File: src/rtl/ext_cap_consts.vh
`ifndef EXT_CAP_CONSTS_VH
`define EXT_CAP_CONSTS_VH

// register byte addresses
`define ADDR_CAP_CTRL 12'h000
`define ADDR_CFG_PTR 12'h004
`define ADDR_ECRC_CTRL 12'h008
`define ADDR_ERR_OPT 12'h00C
`define ADDR_ROOT_STAT 12'h010
`define ADDR_SRC_ID 12'h014
`define ADDR_UNC_MASK 12'h018
`define ADDR_COR_MASK 12'h01C
`define ADDR_EVT_STAT 12'h020
`define ADDR_HDR_LOG 12'h024
`define ADDR_RESIZABLE_BAR_CAPABILITY_BASE 12'h040

// capability control fields
`define CAP_SERIAL_BIT 0
`define CAP_VC_BIT 1
`define CAP_VENDOR_BIT 2
`define CAP_ROOT_BIT 3
`define CAP_SNOOP_REJ_BIT 4
`define CAP_LEGACY_BIT 5
`define CAP_EXT_BIT 6
`define CAP_ROOT_UPD_BIT 7
`define CAP_CTRL_RESET 8'h00

// ecrc control fields
`define ECRC_MODE_LSB 0
`define ECRC_AER_EN_BIT 2
`define ECRC_TRIM_BIT 3
`define ECRC_DIS_POIS_BIT 4
`define ECRC_ADV_MASK_BIT 5
`define ECRC_CTRL_RESET 6'h20

`define ECRC_NEVER 2'h0
`define ECRC_ALWAYS 2'h1
`define ECRC_RSVD 2'h2
`define ECRC_IF_EN 2'h3

// config space pointers
`define LEG_PTR_MIN 6'h2A
`define LEG_PTR_MAX 6'h3F
`define LEG_PTR_RESET 6'h3F
`define EXT_PTR_RESET 10'h043
`define SUPP_SIZE_RESET 20'h00001
`define RESIZABLE_BAR_CAPABILITY_INIT 5'h00
`define RESIZABLE_BAR_CAPABILITY_SPAN 12'h018

// status and mask reset values
`define ERR_OPT_RESET 32'hFFFFFFFF
`define MASK_RESET 32'h00000000
`define TC_EN_RESET 8'h01
`define ROOT_ERR_FLAG 32'h00000004

`endif

File: src/rtl/ext_cap_config.v
// Our own choices: the placing of the registers and the APB register port.
`timescale 1ns/1ps
`include "ext_cap_consts.vh"

// Notes on behaviour
// - vc and vendor caps need serial capability
// - vc cap: any class maps to vc0, filtered
// - root port snoop rejection flags unsupported request
// - legacy user space forwards beyond built-in range
// - legacy pointer limited to 2A..3F dwords
// - extended requests at or above pointer forwarded
// - header log holds one header only
// - root status, source id zero without permission
// - unsupported optional error bits read zero
// - ecrc mode 0 never, 1 always, 3 if enabled
// - trimming clears td and strips digest
// - disable poisoned response suppresses automatic reporting
// - advisory mask: poisoned cfg write gets ur, parity
// - advisory mask: poisoned mem write sets parity, no ur or message
// - no mask, enabled: poisoned mem write sends message
// - no mask, disabled: no automatic message
// - user poison report then sends message
// - resizable_bar_capability entries: size vector and bar index
// - resizable_bar_capability size resets to initial value
module ext_cap_config
(
    input wire i_clk,
    input wire i_rst,
    input wire i_psel,
    input wire i_penable,
    input wire i_pwrite,
    input wire [11:0] i_paddr,
    input wire [31:0] i_pwdata,
    output wire o_pready,
    output reg [31:0] o_prdata,
    output wire o_pslverr,
    input wire [63:0] i_serial_number,
    input wire i_rx_valid,
    input wire i_rx_is_cfg,
    input wire i_rx_is_cfgwr,
    input wire i_rx_is_memwr,
    input wire i_rx_ext_space,
    input wire [9:0] i_rx_dw_addr,
    input wire [2:0] i_rx_tc,
    input wire i_rx_snoop_applies,
    input wire i_rx_no_snoop,
    input wire i_rx_td,
    input wire i_rx_poisoned,
    input wire i_rx_ecrc_bad,
    input wire [31:0] i_rx_header,
    input wire i_poison_report,
    output reg o_fwd_to_user,
    output reg o_ur_completion,
    output reg o_ecrc_error,
    output reg o_rx_td,
    output reg o_strip_digest,
    output reg o_err_msg,
    output reg [2:0] o_vc_tc,
    output reg [63:0] o_serial_number
);

// ==========================================================
// register state
// ==========================================================
reg [7:0] cap_ctrl;
reg [5:0] leg_ptr;
reg [9:0] ext_ptr;
reg [5:0] ecrc_ctrl;
reg [31:0] err_opt;
reg [31:0] root_stat;
reg [31:0] src_id;
reg [31:0] unc_mask;
reg [31:0] cor_mask;
reg [31:0] hdr_log;
reg hdr_valid;
reg parity_err;
reg [7:0] tc_enable;
// packed read words of the resizable bar entries, one per entry
wire [31:0] resizable_bar_capability_word [0:5];

wire serial_on = cap_ctrl[`CAP_SERIAL_BIT];
wire vc_on = cap_ctrl[`CAP_VC_BIT] & serial_on;
wire vendor_on = cap_ctrl[`CAP_VENDOR_BIT] & serial_on;
wire [1:0] ecrc_mode = ecrc_ctrl[`ECRC_MODE_LSB+1:`ECRC_MODE_LSB];
wire dis_pois = ecrc_ctrl[`ECRC_DIS_POIS_BIT];
wire adv_mask = ecrc_ctrl[`ECRC_ADV_MASK_BIT];

wire wr_en = i_psel & i_penable & i_pwrite;
wire rd_en = i_psel & ~i_pwrite;
wire is_resizable_bar_capability = (i_paddr >= `ADDR_RESIZABLE_BAR_CAPABILITY_BASE) && (i_paddr < `ADDR_RESIZABLE_BAR_CAPABILITY_BASE + `RESIZABLE_BAR_CAPABILITY_SPAN);
wire [2:0] resizable_bar_capability_sel = i_paddr[4:2] - 3'h0;
// write-one-to-clear access to the event status word
wire evt_wr = wr_en && (i_paddr == `ADDR_EVT_STAT);

// ecrc check decision
function check_ecrc;
    input [1:0] mode;
    input aer_en;
    begin
        case (mode)
            `ECRC_ALWAYS: check_ecrc = 1'b1;
            `ECRC_IF_EN: check_ecrc = aer_en;
            default: check_ecrc = 1'b0;
        endcase
    end
endfunction

// single-cycle slave, always ready
assign o_pready = 1'b1;
assign o_pslverr = 1'b0;

// ==========================================================
// software writes
// ==========================================================
always @(posedge i_clk or posedge i_rst)
begin
    if (i_rst)
    begin
        cap_ctrl <= `CAP_CTRL_RESET;
        leg_ptr <= `LEG_PTR_RESET;
        ext_ptr <= `EXT_PTR_RESET;
        ecrc_ctrl <= `ECRC_CTRL_RESET;
        err_opt <= `ERR_OPT_RESET;
        unc_mask <= `MASK_RESET;
        cor_mask <= `MASK_RESET;
        tc_enable <= `TC_EN_RESET;
    end
    else if (wr_en)
    begin
        if (i_paddr == `ADDR_CAP_CTRL)
        begin
            cap_ctrl <= i_pwdata[7:0];
            tc_enable <= i_pwdata[15:8] | `TC_EN_RESET;
        end
        else if (i_paddr == `ADDR_CFG_PTR)
        begin
            if (i_pwdata[5:0] >= `LEG_PTR_MIN)
            begin
                leg_ptr <= i_pwdata[5:0];
            end
            ext_ptr <= i_pwdata[25:16];
        end
        else if (i_paddr == `ADDR_ECRC_CTRL)
        begin
            ecrc_ctrl <= i_pwdata[5:0];
        end
        else if (i_paddr == `ADDR_ERR_OPT)
        begin
            err_opt <= i_pwdata;
        end
        else if (i_paddr == `ADDR_UNC_MASK)
        begin
            unc_mask <= i_pwdata & err_opt;
        end
        else if (i_paddr == `ADDR_COR_MASK)
        begin
            cor_mask <= i_pwdata & err_opt;
        end
    end
end

// resizable bar entries, each entry keeps its own registers
genvar g;
generate
    for (g = 0; g < 6; g = g + 1)
    begin : resizable_bar_capability
        localparam [2:0] ENTRY = g;
        reg [19:0] supp_size;
        reg [2:0] bar_index;
        reg [4:0] bar_size;
        always @(posedge i_clk or posedge i_rst)
        begin
            if (i_rst)
            begin
                supp_size <= `SUPP_SIZE_RESET;
                bar_index <= ENTRY;
                bar_size <= `RESIZABLE_BAR_CAPABILITY_INIT;
            end
            else if (wr_en && is_resizable_bar_capability && (resizable_bar_capability_sel == ENTRY))
            begin
                supp_size <= i_pwdata[19:0];
                bar_index <= i_pwdata[22:20];
                bar_size <= i_pwdata[28:24];
            end
        end
        // field layout of the entry as software reads it
        assign resizable_bar_capability_word[g] = {3'h0, bar_size, 1'b0, bar_index, supp_size};
    end
endgenerate

// ==========================================================
// received tlp handling
// ==========================================================
wire legacy_hit = cap_ctrl[`CAP_LEGACY_BIT] & ~cap_ctrl[`CAP_ROOT_BIT] & ~i_rx_ext_space
    & (i_rx_dw_addr >= {4'h0, leg_ptr});
wire ext_hit = cap_ctrl[`CAP_EXT_BIT] & ~cap_ctrl[`CAP_ROOT_BIT] & i_rx_ext_space
    & (i_rx_dw_addr >= ext_ptr);
wire tc_ok = vc_on ? tc_enable[i_rx_tc] : (i_rx_tc == 3'h0);
wire snoop_rej = cap_ctrl[`CAP_ROOT_BIT] & cap_ctrl[`CAP_SNOOP_REJ_BIT]
    & i_rx_snoop_applies & ~i_rx_no_snoop;
wire pois_cfg = i_rx_valid & i_rx_poisoned & i_rx_is_cfgwr;
wire pois_mem = i_rx_valid & i_rx_poisoned & i_rx_is_memwr;
wire ecrc_fail = i_rx_valid & i_rx_td & i_rx_ecrc_bad
    & check_ecrc(ecrc_mode, ecrc_ctrl[`ECRC_AER_EN_BIT]);

// serial number copy toward the user side
always @(posedge i_clk or posedge i_rst)
begin
    if (i_rst)
    begin
        o_serial_number <= 64'h0000000000000000;
    end
    else if (serial_on)
    begin
        o_serial_number <= i_serial_number;
    end
    else
    begin
        o_serial_number <= 64'h0000000000000000;
    end
end

// routing and completion pulses, one clock after the request
always @(posedge i_clk or posedge i_rst)
begin
    if (i_rst)
    begin
        o_fwd_to_user <= 1'b0;
        o_ur_completion <= 1'b0;
        o_vc_tc <= 3'h0;
    end
    else
    begin
        o_fwd_to_user <= i_rx_valid & i_rx_is_cfg & (legacy_hit | ext_hit);
        o_ur_completion <= i_rx_valid & ((~tc_ok) | snoop_rej
            | (pois_cfg & (adv_mask | ~dis_pois)));
        if (vc_on)
        begin
            o_vc_tc <= i_rx_tc;
        end
        else
        begin
            o_vc_tc <= 3'h0;
        end
    end
end

// digest handling: check result, td pass-through and trimming
always @(posedge i_clk or posedge i_rst)
begin
    if (i_rst)
    begin
        o_ecrc_error <= 1'b0;
        o_rx_td <= 1'b0;
        o_strip_digest <= 1'b0;
    end
    else
    begin
        o_ecrc_error <= ecrc_fail;
        o_rx_td <= i_rx_td & ~ecrc_ctrl[`ECRC_TRIM_BIT];
        o_strip_digest <= i_rx_valid & i_rx_td & ecrc_ctrl[`ECRC_TRIM_BIT];
    end
end

// message: poisoned mem write automatic unless masked or disabled; user report only when disabled and not masked; ecrc failure always
always @(posedge i_clk or posedge i_rst)
begin
    if (i_rst)
    begin
        o_err_msg <= 1'b0;
    end
    else
    begin
        o_err_msg <= (pois_mem & ~adv_mask & ~dis_pois)
            | (i_poison_report & dis_pois & ~adv_mask)
            | ecrc_fail;
    end
end

// parity status on poisoned writes; set wins over clear
always @(posedge i_clk or posedge i_rst)
begin
    if (i_rst)
    begin
        parity_err <= 1'b0;
    end
    else if ((pois_cfg | pois_mem) & (adv_mask | ~dis_pois))
    begin
        parity_err <= 1'b1;
    end
    else if (evt_wr && i_pwdata[0])
    begin
        parity_err <= 1'b0;
    end
end

// single header log, first error kept until cleared
always @(posedge i_clk or posedge i_rst)
begin
    if (i_rst)
    begin
        hdr_log <= 32'h00000000;
        hdr_valid <= 1'b0;
    end
    else if ((ecrc_fail | pois_mem | pois_cfg) & ~hdr_valid)
    begin
        hdr_log <= i_rx_header;
        hdr_valid <= 1'b1;
    end
    else if (evt_wr && i_pwdata[1])
    begin
        hdr_valid <= 1'b0;
    end
end

// root status only updates with permission
always @(posedge i_clk or posedge i_rst)
begin
    if (i_rst)
    begin
        root_stat <= 32'h00000000;
        src_id <= 32'h00000000;
    end
    else if (!cap_ctrl[`CAP_ROOT_UPD_BIT])
    begin
        root_stat <= 32'h00000000;
        src_id <= 32'h00000000;
    end
    else if (ecrc_fail | pois_mem)
    begin
        root_stat <= root_stat | `ROOT_ERR_FLAG;
        src_id <= {16'h0000, i_rx_header[31:16]};
    end
end

// ==========================================================
// read data
// ==========================================================
always @*
begin
    o_prdata = 32'h00000000;
    if (rd_en)
    begin
        if (i_paddr == `ADDR_CAP_CTRL)
            o_prdata = {16'h0000, tc_enable, cap_ctrl[7:3], vendor_on, vc_on, serial_on};
        else if (i_paddr == `ADDR_CFG_PTR)
            o_prdata = {6'h00, ext_ptr, 10'h000, leg_ptr};
        else if (i_paddr == `ADDR_ECRC_CTRL)
            o_prdata = {26'h0000000, ecrc_ctrl};
        else if (i_paddr == `ADDR_ERR_OPT)
            o_prdata = err_opt;
        else if (i_paddr == `ADDR_ROOT_STAT)
            o_prdata = root_stat;
        else if (i_paddr == `ADDR_SRC_ID)
            o_prdata = src_id;
        else if (i_paddr == `ADDR_UNC_MASK)
        begin
            o_prdata = unc_mask & err_opt;
        end
        else if (i_paddr == `ADDR_COR_MASK)
        begin
            o_prdata = cor_mask & err_opt;
        end
        else if (i_paddr == `ADDR_EVT_STAT)
            o_prdata = {30'h00000000, hdr_valid, parity_err};
        else if (i_paddr == `ADDR_HDR_LOG)
            o_prdata = hdr_log;
        else if (is_resizable_bar_capability)
        begin
            o_prdata = resizable_bar_capability_word[resizable_bar_capability_sel];
        end
    end
end

endmodule

File: config.mk
export PLATFORM = sky130hd
export DESIGN_NAME = ext_cap_config
export DESIGN_NICKNAME = d
export VERILOG_FILES = /design/src/rtl/ext_cap_config.v
export VERILOG_INCLUDE_DIRS = /design/src /design/src/rtl
export SDC_FILE = /design/constraint.sdc
export NUM_CORES = 1
export LEC_CHECK = 0
export BUFFER_PORTS_ARGS = -buffer_cell sky130_fd_sc_hd__buf_2
export CAP_MARGIN = 0
export CORE_UTILIZATION = 60
export DETAILED_ROUTE_END_ITERATION = 12
export PLACE_DENSITY = 0.83
export SYNTH_ARGS = -nofsm -noshare
export SYNTH_HDL_FRONTEND = slang
export SYNTH_SLANG_ARGS = --single-unit
File: constraint.sdc
create_clock -name i_clk -period 25.7 [get_ports i_clk]
set_input_delay 5.14 -clock i_clk [delete_from_list [all_inputs] [get_ports i_clk]]
set_output_delay 5.14 -clock i_clk [all_outputs]
set_load 0.005 [all_outputs]
Yosys cells after proc, flatten, opt, wreduce, memory -nomap -nowiden
Cells that the tools add are included.
- register bits: 472
- muxes and demuxes: 29
- $lt $le $gt $ge: 7
- bitwise gates (word level): 59
- reduce and logical (&&, ||, !) cells: 23
- eq/ne operators: 17
- operators with widths (operator ; number):
    two-way mux 32 bit ; 17
    bitwise AND 32 bit ; 3
    binary-select mux 32 bit (select 3 bit) ; 1
    two-way mux 64 bit ; 1
    equality test 12 x 5 -> 1 bit, second input constant ; 4
    bitwise AND 1 bit ; 32
    equality test 12 x 4 -> 1 bit, second input constant ; 2
    equality test 12 x 6 -> 1 bit, second input constant ; 2
    NOT 1 bit ; 14
    equality test 12 x 3 -> 1 bit, second input constant ; 1
    greater-or-equal comparator 12 x 7 -> 1 bit, second input constant ; 1
    zero test 12 bit ; 1
    less-than comparator 12 x 7 -> 1 bit, second input constant ; 1
    logical AND 1 bit ; 11
    greater-or-equal comparator 10 bit ; 1
    greater-or-equal comparator 10 x 6 -> 1 bit ; 1
    OR 1 bit ; 9
    AND reduction 4 bit ; 2
    AND reduction 7 bit ; 1
    equality test 3 x 2 -> 1 bit, second input constant ; 2
    equality test 3 bit, second input constant ; 2
    greater-or-equal comparator 6 bit, second input constant ; 1
    zero test 3 bit ; 2
    two-way mux 1 bit ; 6
    other kinds (15) ; 17

Depth between registers and ports, before layout
Gate-level depths: netlist of run 1.
- word-level depth: 16
- depth in mapped cells: 9
- gate-level depth less buffers: 8

Worst setup path after synthesis of run 1
Ideal clock, no wire load.
- kind: input -> output
- from: input port i_paddr[3]
- to: output port o_prdata[26]
- path slack: 13653 ps
- stages: 7
- data required time: 20560 ps
- arrival: 6907 ps
- cells stage by stage: buf_2 -> buf_1 -> buf_2 -> clkbuf_1 -> mux4_2 -> a221oi_1 -> a21oi_1
- cells in the longest elaborated chain, start to end: 16
- elaborated cells on any way between the ends: 29
- those cells by class: 2 x order compare; 9 x eq/ne; 15 x mux; 1 x bitwise; 2 x reduce/logical
- RTL lines (what ; RTL line ; source):
    from (decl) ; ext_cap_config.v:32 ; input wire [11:0] i_paddr,
    parallel branches: the longest is 14 deep, another holds greater-or-equal comparator 12 x 7 -> 1 bit ; n/a ;
    two-way mux 32 bit * ; ext_cap_config.v:344 ; if (i_paddr == `ADDR_CAP_CTRL)
    two-way mux 32 bit * ; ext_cap_config.v:342 ; if (rd_en)
    to (decl) ; ext_cap_config.v:35 ; output reg [31:0] o_prdata,
Mark *: on every way between the ends. The select of a mux whose other input is x is not followed.

Worst setup path in the final report of run 1
- from: input port i_paddr[3]
- to: output port o_prdata[3]
The elaborated chain is that of the path after synthesis.

==> impl_metrics.py, run 1 <==
metrics = {
    "outcome": {
        "status": "finished clean",
    },
    "synthesis": {
        "yosysSeqAreaShare_pct": 55.5,
        "syn-num-nets": 1817,
        "yosys-top-cells-area": "dfrtp_1, mux2_2, dfstp_2",
        "synth.avg_cell_area_sq_um": 11.8,
        "yosysUniqueCellTypes": 62,
        "synth.area.mux_share_pct": 20.1,
        "ys_ff_latch": 425,
        "syn-instance-count": 1632,
        "ys.warnings.count": 0,
        "synth_edf_count": 0,
        "yosys.area_share.simple_pct": 10.1,
        "synth_top_area_share_pct": 48.0,
        "synth_top_area_cell": "dfrtp_1",
        "synth_top_family_by_area": "multiplexers",
        "ys_async_sr_fraction_pct": 100,
        "ys.flop_type": "dfrtp_1",
        "synth.cell_area_sq_um": 19300,
        "synth_fa_ha_area_share_pct": 1.04,
        "synth-xor-area-share_pct": 0,
        "synth_compound_area_share_pct": 10.5,
    },
    "critical_path": {
        "worstPathCellList": "buf_2 > buf_4 > nor4b_2 > nand2_1 > nor2_1 > a221o_1 > nand2_1 > a221oi_1 > buf_2",
        "required_ns": 20.56,
        "worstPathMaxFanout": 59,
        "crit_arrival_ns": 8.51,
        "path_class": "primary input to output port",
        "crit_slowest_cell": "nor2_1",
        "cp-start-kind": "primary input",
        "critPathMaxStageDelay_ns": 0.90,
        "crit_path_end_kind": "output port",
        "r2r_slack_ns": 22.56,
    },
    "grt": {
        "grt_usage_pct": 34.7,
        "grt_pass1_wl_um": 86600,
        "overflow": 0,
        "grt_pass1_vias": 14700,
        "grt_max_degree": 154,
        "antenna_found_initial": 5,
    },
    "clock_network": {
        "cts_resized": 0,
        "clk_path_buf_depth": 3,
        "cts_buffers": 43,
        "cts_hold_repair.buffers": 0,
        "cts_root_buf": "clkbuf_16",
        "cts_setup_buffers": 0,
        "insertion_delay_ns": 0.55,
        "cts_tree": "done",
        "cts_sinks": 425,
        "htree_levels": 2,
        "clkSlewWorstSetupHoldPaths_ns": 0.05,
    },
    "die": {
        "coreArea_sq_um": 31600,
        "pin_count": 276,
        "die_w_um": 181,
        "die_area_sq_um": 32900,
        "die_h_um": 181,
        "start_util_pct": 61.0,
        "rows": 65,
    },
    "sta": {
        "finalSetupTns_ns": 0,
        "clock_skew_ns": 0.0218,
        "max_freq_mhz": 73.3,
        "hold_viol_final": 0,
        "rsz0062_at_grt": "no",
        "setup_viol": 0,
        "worst_slew_pin_slew_ns": 1.15,
        "fin_crit_ns": 13.65,
        "slew_viol_final": 0,
        "finalCritPeriodShare_pct": 53.1,
        "maxSlewHeadroom_pct": 23.3,
    },
    "detailed_routing": {
        "drt-total-wl_um": 56700,
        "vias": 14500,
        "viasPerCell": 6.28,
        "wire_per_inst_um": 24.5,
        "firstDrtPassIters": 6,
        "first_iter_violations": 1424,
        "drc_errors": 0,
        "ant_nets": 0,
    },
    "final_layout": {
        "syn_to_final_growth_pct": 15.5,
        "final_common_cell": "dfrtp_1",
        "final_cell_mix": "dfrtp_1, buf_2, mux2_2",
        "drive_above_1_share_pct": 36.7,
        "final_nets": 2058,
        "multi_input_area_sq_um": 8080,
        "fillers": 2157,
        "seqCellArea_sq_um": 10700,
        "fin_area_sq_um": 22300,
    },
    "pwr": {
        "p_leak_nw": 10.8,
        "peakVddDrop_v": 0.0000425,
        "p_per_area_nw_per_um2": 63.7,
    },
    "placement": {
        "gp_congestion": 0.966,
        "placed_area_sq_um": 20900,
        "dp_hpwl_um": 39200,
        "io_buffers": 273,
    },
    "run": {
        "maxCapViolations": 0,
    },
    "hold_path": {
        "hold_path.class": "register to register",
    },
}
-- where the power goes --
part / total, mW / switching (mW) / internal, mW
Combinational: 0.0935 / 0.0545 / 0.0390
Clock: 0.608 / 0.263 / 0.345
Sequential: 0.720 / 0.0224 / 0.697
-- final timing paths --
kind,start,to,cells past startpoint
setup reg to reg,ecrc_ctrl[2]$_DFFE_PP0P_,hdr_log[21]$_DFFE_PP0P_,5
setup / recovery,i_paddr[3],o_prdata[3],9
max in group asynchronous,i_rst,resizable_bar_capability[0].supp_size[14]$_DFFE_PP0P_,4
hold reg to reg,unc_mask[2]$_DFFE_PP0P_,unc_mask[2]$_DFFE_PP0P_,2
min in group asynchronous,i_rst,o_serial_number[8]$_DFF_PP0_,2
hold / removal,unc_mask[2]$_DFFE_PP0P_,unc_mask[2]$_DFFE_PP0P_,2
-- stage by stage --
stage,setup slack (ns),util (%),std cells,power [mW],hold WS [ns]
6_report,12.05,70.5,2314,1.42,0.477
5_1_grt,11.83,70.5,2313,1.46,0.506
4_1_cts,12.16,70.5,2310,1.42,0.479
3_5_place_dp,12.18,66.1,2230,0.822,0.467
3_3_place_gp,12.13,66.1,2230,0.818,0.458
2_1_floorplan,8.82,-,1632,0.774,0.427
-- synth_stat cells (5+ instances only) --
cell	n
and2_1	65
mux2_2	244
clkbuf_1	61
a221oi_1	8
a22o_1	8
mux2_1	16
dfrtp_1	370
dfstp_2	55
nand2_1	206
nand4_1	8
nor2_1	52
a31oi_1	10
nor2b_1	5
buf_4	5
buf_2	23
ha_1	16
nand2b_1	9
nor3_1	6
inv_1	26
o21a_1	8
a21boi_0	17
a211oi_1	7
and3_1	8
a21oi_1	55
mux4_2	18
a32oi_1	6
o21ai_0	145
o22ai_1	15
nand3_1	20
buf_6	5
a22oi_1	16
a21o_1	5
a2bb2oi_1	5
mux2_4	8
a221o_1	8
mux2i_1	42
buf_1	5
-- area by class of cell --
cell class                 count  share of cell area (%)
sequential                   425                    48.0
multi-input combinational   1082                    36.2
timing repair buffer         295                    6.88
clock buffer                  65                    5.56
tap                          402                    2.26
clock inverter                15                   0.555
inverter                      26                   0.471
antenna                        4                  0.0449
-- layer usage --
metal  vias to the layer above  GRT usage [%]  wire length, um
met5                         -              0               17
met4                         2           14.1             2330
met3                       155           5.97             4890
met2                       767           56.9            27100
met1                      7306           45.9            22400
li1                       6309              -                -
-- state kept, by name, indices dropped and copies added (netlist names), 3 cells and up --
| name | cells |
|---|---|
| resizable_bar_capability.supp_size | 120 |
| o_serial_number | 64 |
| cor_mask | 32 |
| err_opt | 32 |
| hdr_log | 32 |
| unc_mask | 32 |
| resizable_bar_capability.bar_size | 30 |
| resizable_bar_capability.bar_index | 18 |
| src_id | 16 |
| ext_ptr | 10 |
| cap_ctrl | 8 |
| tc_enable | 7 |
| ecrc_ctrl | 6 |
| leg_ptr | 6 |
| o_vc_tc | 3 |
-- worst max-delay path: cells and delay by family --
family / cells / cell delay (ns)
buf+inv: 3 / 1.15
simple gates: 4 / 1.48
compound gates: 2 / 0.71
-- cell families (layout without fill, tap and decap cells) --
family	Yosys count	in the layout
AO/OA/AOI/OAI	330	330
adder cells (fa/ha/maj)	16	16
buffers and inverters	125	401
flip-flops	425	425
multiplexers	328	328
other	2	6
AND/OR/NAND/NOR	406	406
Note: power is estimated with default switching activity, not from simulation.
==> run 2: changes to the inputs <==
--- a/config.mk
+++ b/config.mk
@@ -8,9 +8,9 @@
 export LEC_CHECK = 0
 export BUFFER_PORTS_ARGS = -buffer_cell sky130_fd_sc_hd__buf_2
 export CAP_MARGIN = 0
-export CORE_UTILIZATION = 60
+export CORE_UTILIZATION = 58
 export DETAILED_ROUTE_END_ITERATION = 12
-export PLACE_DENSITY = 0.83
+export PLACE_DENSITY = 0.81
 export SYNTH_ARGS = -nofsm -noshare
 export SYNTH_HDL_FRONTEND = slang
 export SYNTH_SLANG_ARGS = --single-unit
==> constraint.sdc (replaced) <==
create_clock -name i_clk -period 12.65 [get_ports i_clk]
set_input_delay 2.53 -clock i_clk [delete_from_list [all_inputs] [get_ports i_clk]]
set_output_delay 2.53 -clock i_clk [all_outputs]
set_load 0.005 [all_outputs]
==> impl_metrics.py, run 2 (synthesis results as in run 1) <==
metrics = {
    "outcome": {
        "status": "finished clean",
    },
    "pwr": {
        "p_per_area_nw_per_um2": 134,
        "finalPower_mw": 3.01,
        "peakVddDrop_v": 0.0000889,
        "p_leak_nw": 10.9,
    },
    "critical_path": {
        "rr_worst_depth": 5,
        "crit_slowest_cell": "nor2_1",
        "worstPathCellList": "buf_2 > nor2b_1 > nand2_1 > nor2_1 > a221o_1 > nand2_1 > a221oi_1 > buf_2",
        "rr_startpoint": "ecrc_ctrl[2]$_DFFE_PP0P_",
        "r2r_slack_ns": 9.67,
        "crit_path_end_kind": "output port",
        "path_class": "primary input to output port",
        "worstPathMaxFanout": 17,
        "crit_buf_inv": 2,
        "crit_arrival_ns": 5.86,
        "cp-start-kind": "primary input",
        "critPathMaxStageDelay_ns": 0.99,
        "path_delay_family": "simple AND/OR/NAND/NOR gates",
        "r2r-end": "hdr_log[22]$_DFFE_PP0P_",
        "required_ns": 10.12,
    },
    "sta": {
        "setup_viol": 0,
        "worst_slack_ns": 4.26,
        "slew_viol_final": 0,
        "maxSlewHeadroom_pct": 15.6,
        "rsz0062_at_grt": "no",
        "clock_skew_ns": 0.0112,
        "finalSetupTns_ns": 0,
        "hold_viol_final": 0,
        "max_freq_mhz": 119,
        "worst_slew_pin_slew_ns": 1.26,
        "finalCritPeriodShare_pct": 66.4,
        "fin_crit_ns": 8.39,
        "hold-worst-slack_ns": 0.484,
    },
    "run": {
        "maxCapViolations": 0,
    },
    "placement": {
        "gp_congestion": 0.963,
        "dp_slack_ns": 4.38,
        "io_buffers": 273,
        "placed_cells": 2274,
        "dp_hpwl_um": 38900,
        "placed_area_sq_um": 21000,
    },
    "grt": {
        "grt_pass1_wl_um": 85000,
        "antenna_found_initial": 2,
        "grt_max_degree": 91,
        "overflow": 0,
        "grt_usage_pct": 33.5,
        "grt_pass1_vias": 14400,
    },
    "detailed_routing": {
        "drc_errors": 0,
        "first_iter_violations": 1408,
        "firstDrtPassIters": 9,
        "viasPerCell": 6.17,
        "vias": 14500,
        "wire_per_inst_um": 23.9,
        "drt-total-wl_um": 56200,
        "ant_nets": 0,
    },
    "clock_network": {
        "htree_levels": 2,
        "clkSlewWorstSetupHoldPaths_ns": 0.06,
        "cts_resized": 0,
        "cts_tree": "done",
        "clk_path_buf_depth": 3,
        "cts_sinks": 425,
        "cts_setup_buffers": 0,
        "cts_buffers": 42,
        "insertion_delay_ns": 0.54,
        "cts_root_buf": "clkbuf_16",
        "cts_hold_repair.buffers": 0,
    },
    "final_layout": {
        "stdcell_count": 2353,
        "final_util_pct": 69.1,
        "largest_register": "resizable_bar_capability.supp_size",
        "top_regs": "resizable_bar_capability.supp_size (120), o_serial_number (64)",
        "fin_area_sq_um": 22500,
        "final_cell_mix": "dfrtp_1, buf_2, mux2_2",
        "final_common_cell": "dfrtp_1",
        "drive_above_1_share_pct": 37.1,
        "syn_to_final_growth_pct": 16.7,
        "seqCellArea_sq_um": 10700,
        "fillers": 2242,
        "largest_reg_flops": 120,
        "multi_input_area_sq_um": 8080,
        "final_nets": 2061,
    },
    "hold_path": {
        "hold_end": "cor_mask[11]$_DFFE_PP0P_",
        "hold_path.class": "register to register",
        "min_from": "cor_mask[11]$_DFFE_PP0P_",
        "holdPathStages": 2,
    },
    "die": {
        "rows": 66,
        "pin_count": 276,
        "die_area_sq_um": 34000,
        "coreArea_sq_um": 32600,
        "die_h_um": 184,
        "die_w_um": 184,
        "start_util_pct": 59.2,
    },
}
-- run 2: changes by cell type in the layout (fill, tap and decap cells not counted), moves of 2 or more --
cell / previous run / this run
clkbuf_8: 6 / 10
diode_2: 4 / 1
clkbuf_1: 15 / 8
clkinv_2: 9 / 7
buf_4: 23 / 27
bufinv_16: 1 / 6
-- run 2: how the worst max path moves through the flow --
stage                    start                      end  slack, ns  cells after the start
finish              i_paddr[4]              o_prdata[4]       4.26                      8
global route        i_paddr[2]             o_prdata[13]       4.16                      7
CTS                 i_paddr[2]             o_prdata[13]       4.37                      7
detailed placement  i_paddr[2]             o_prdata[13]       4.38                      7
global placement    i_paddr[2]             o_prdata[13]       4.37                      7
floorplan                i_rst  cap_ctrl[0]$_DFFE_PP0P_       4.43                      1
-- run 2: power breakdown --
part           total [mW]  internal, mW  switching [mW]
clock                1.35         0.831           0.524
sequential           1.46          1.42          0.0484
combinational       0.189        0.0799           0.109
total                3.01          2.33           0.681
-- run 2: final cells by class --
cell class                      instances  share of cell area [%]
Antenna cell                            1                  0.0111
Clock buffer                           63                    5.74
Clock inverter                         15                    1.03
Inverter                               26                   0.450
Multi-Input combinational cell       1082                    35.9
Sequential cell                       425                    47.5
Tap cell                              442                    2.45
Timing Repair Buffer                  299                    6.94
-- run 2: tightest hold or removal path, delay by kind of cell (launching register included) --
family | cells | cell delay [ns]
flops | 1 | 0.34
compound gates | 1 | 0.06
simple gates | 1 | 0.05
-- run 2: per-layer routing --
metal / global-route usage (%) / routed length [um] / vias to the layer above
met3: 6.26 / 4940 / 174
met5: 0 / 8 / -
met4: 18.4 / 3220 / 2
li1: - / - / 6304
met1: 42.7 / 21600 / 7262
met2: 54.1 / 26400 / 773
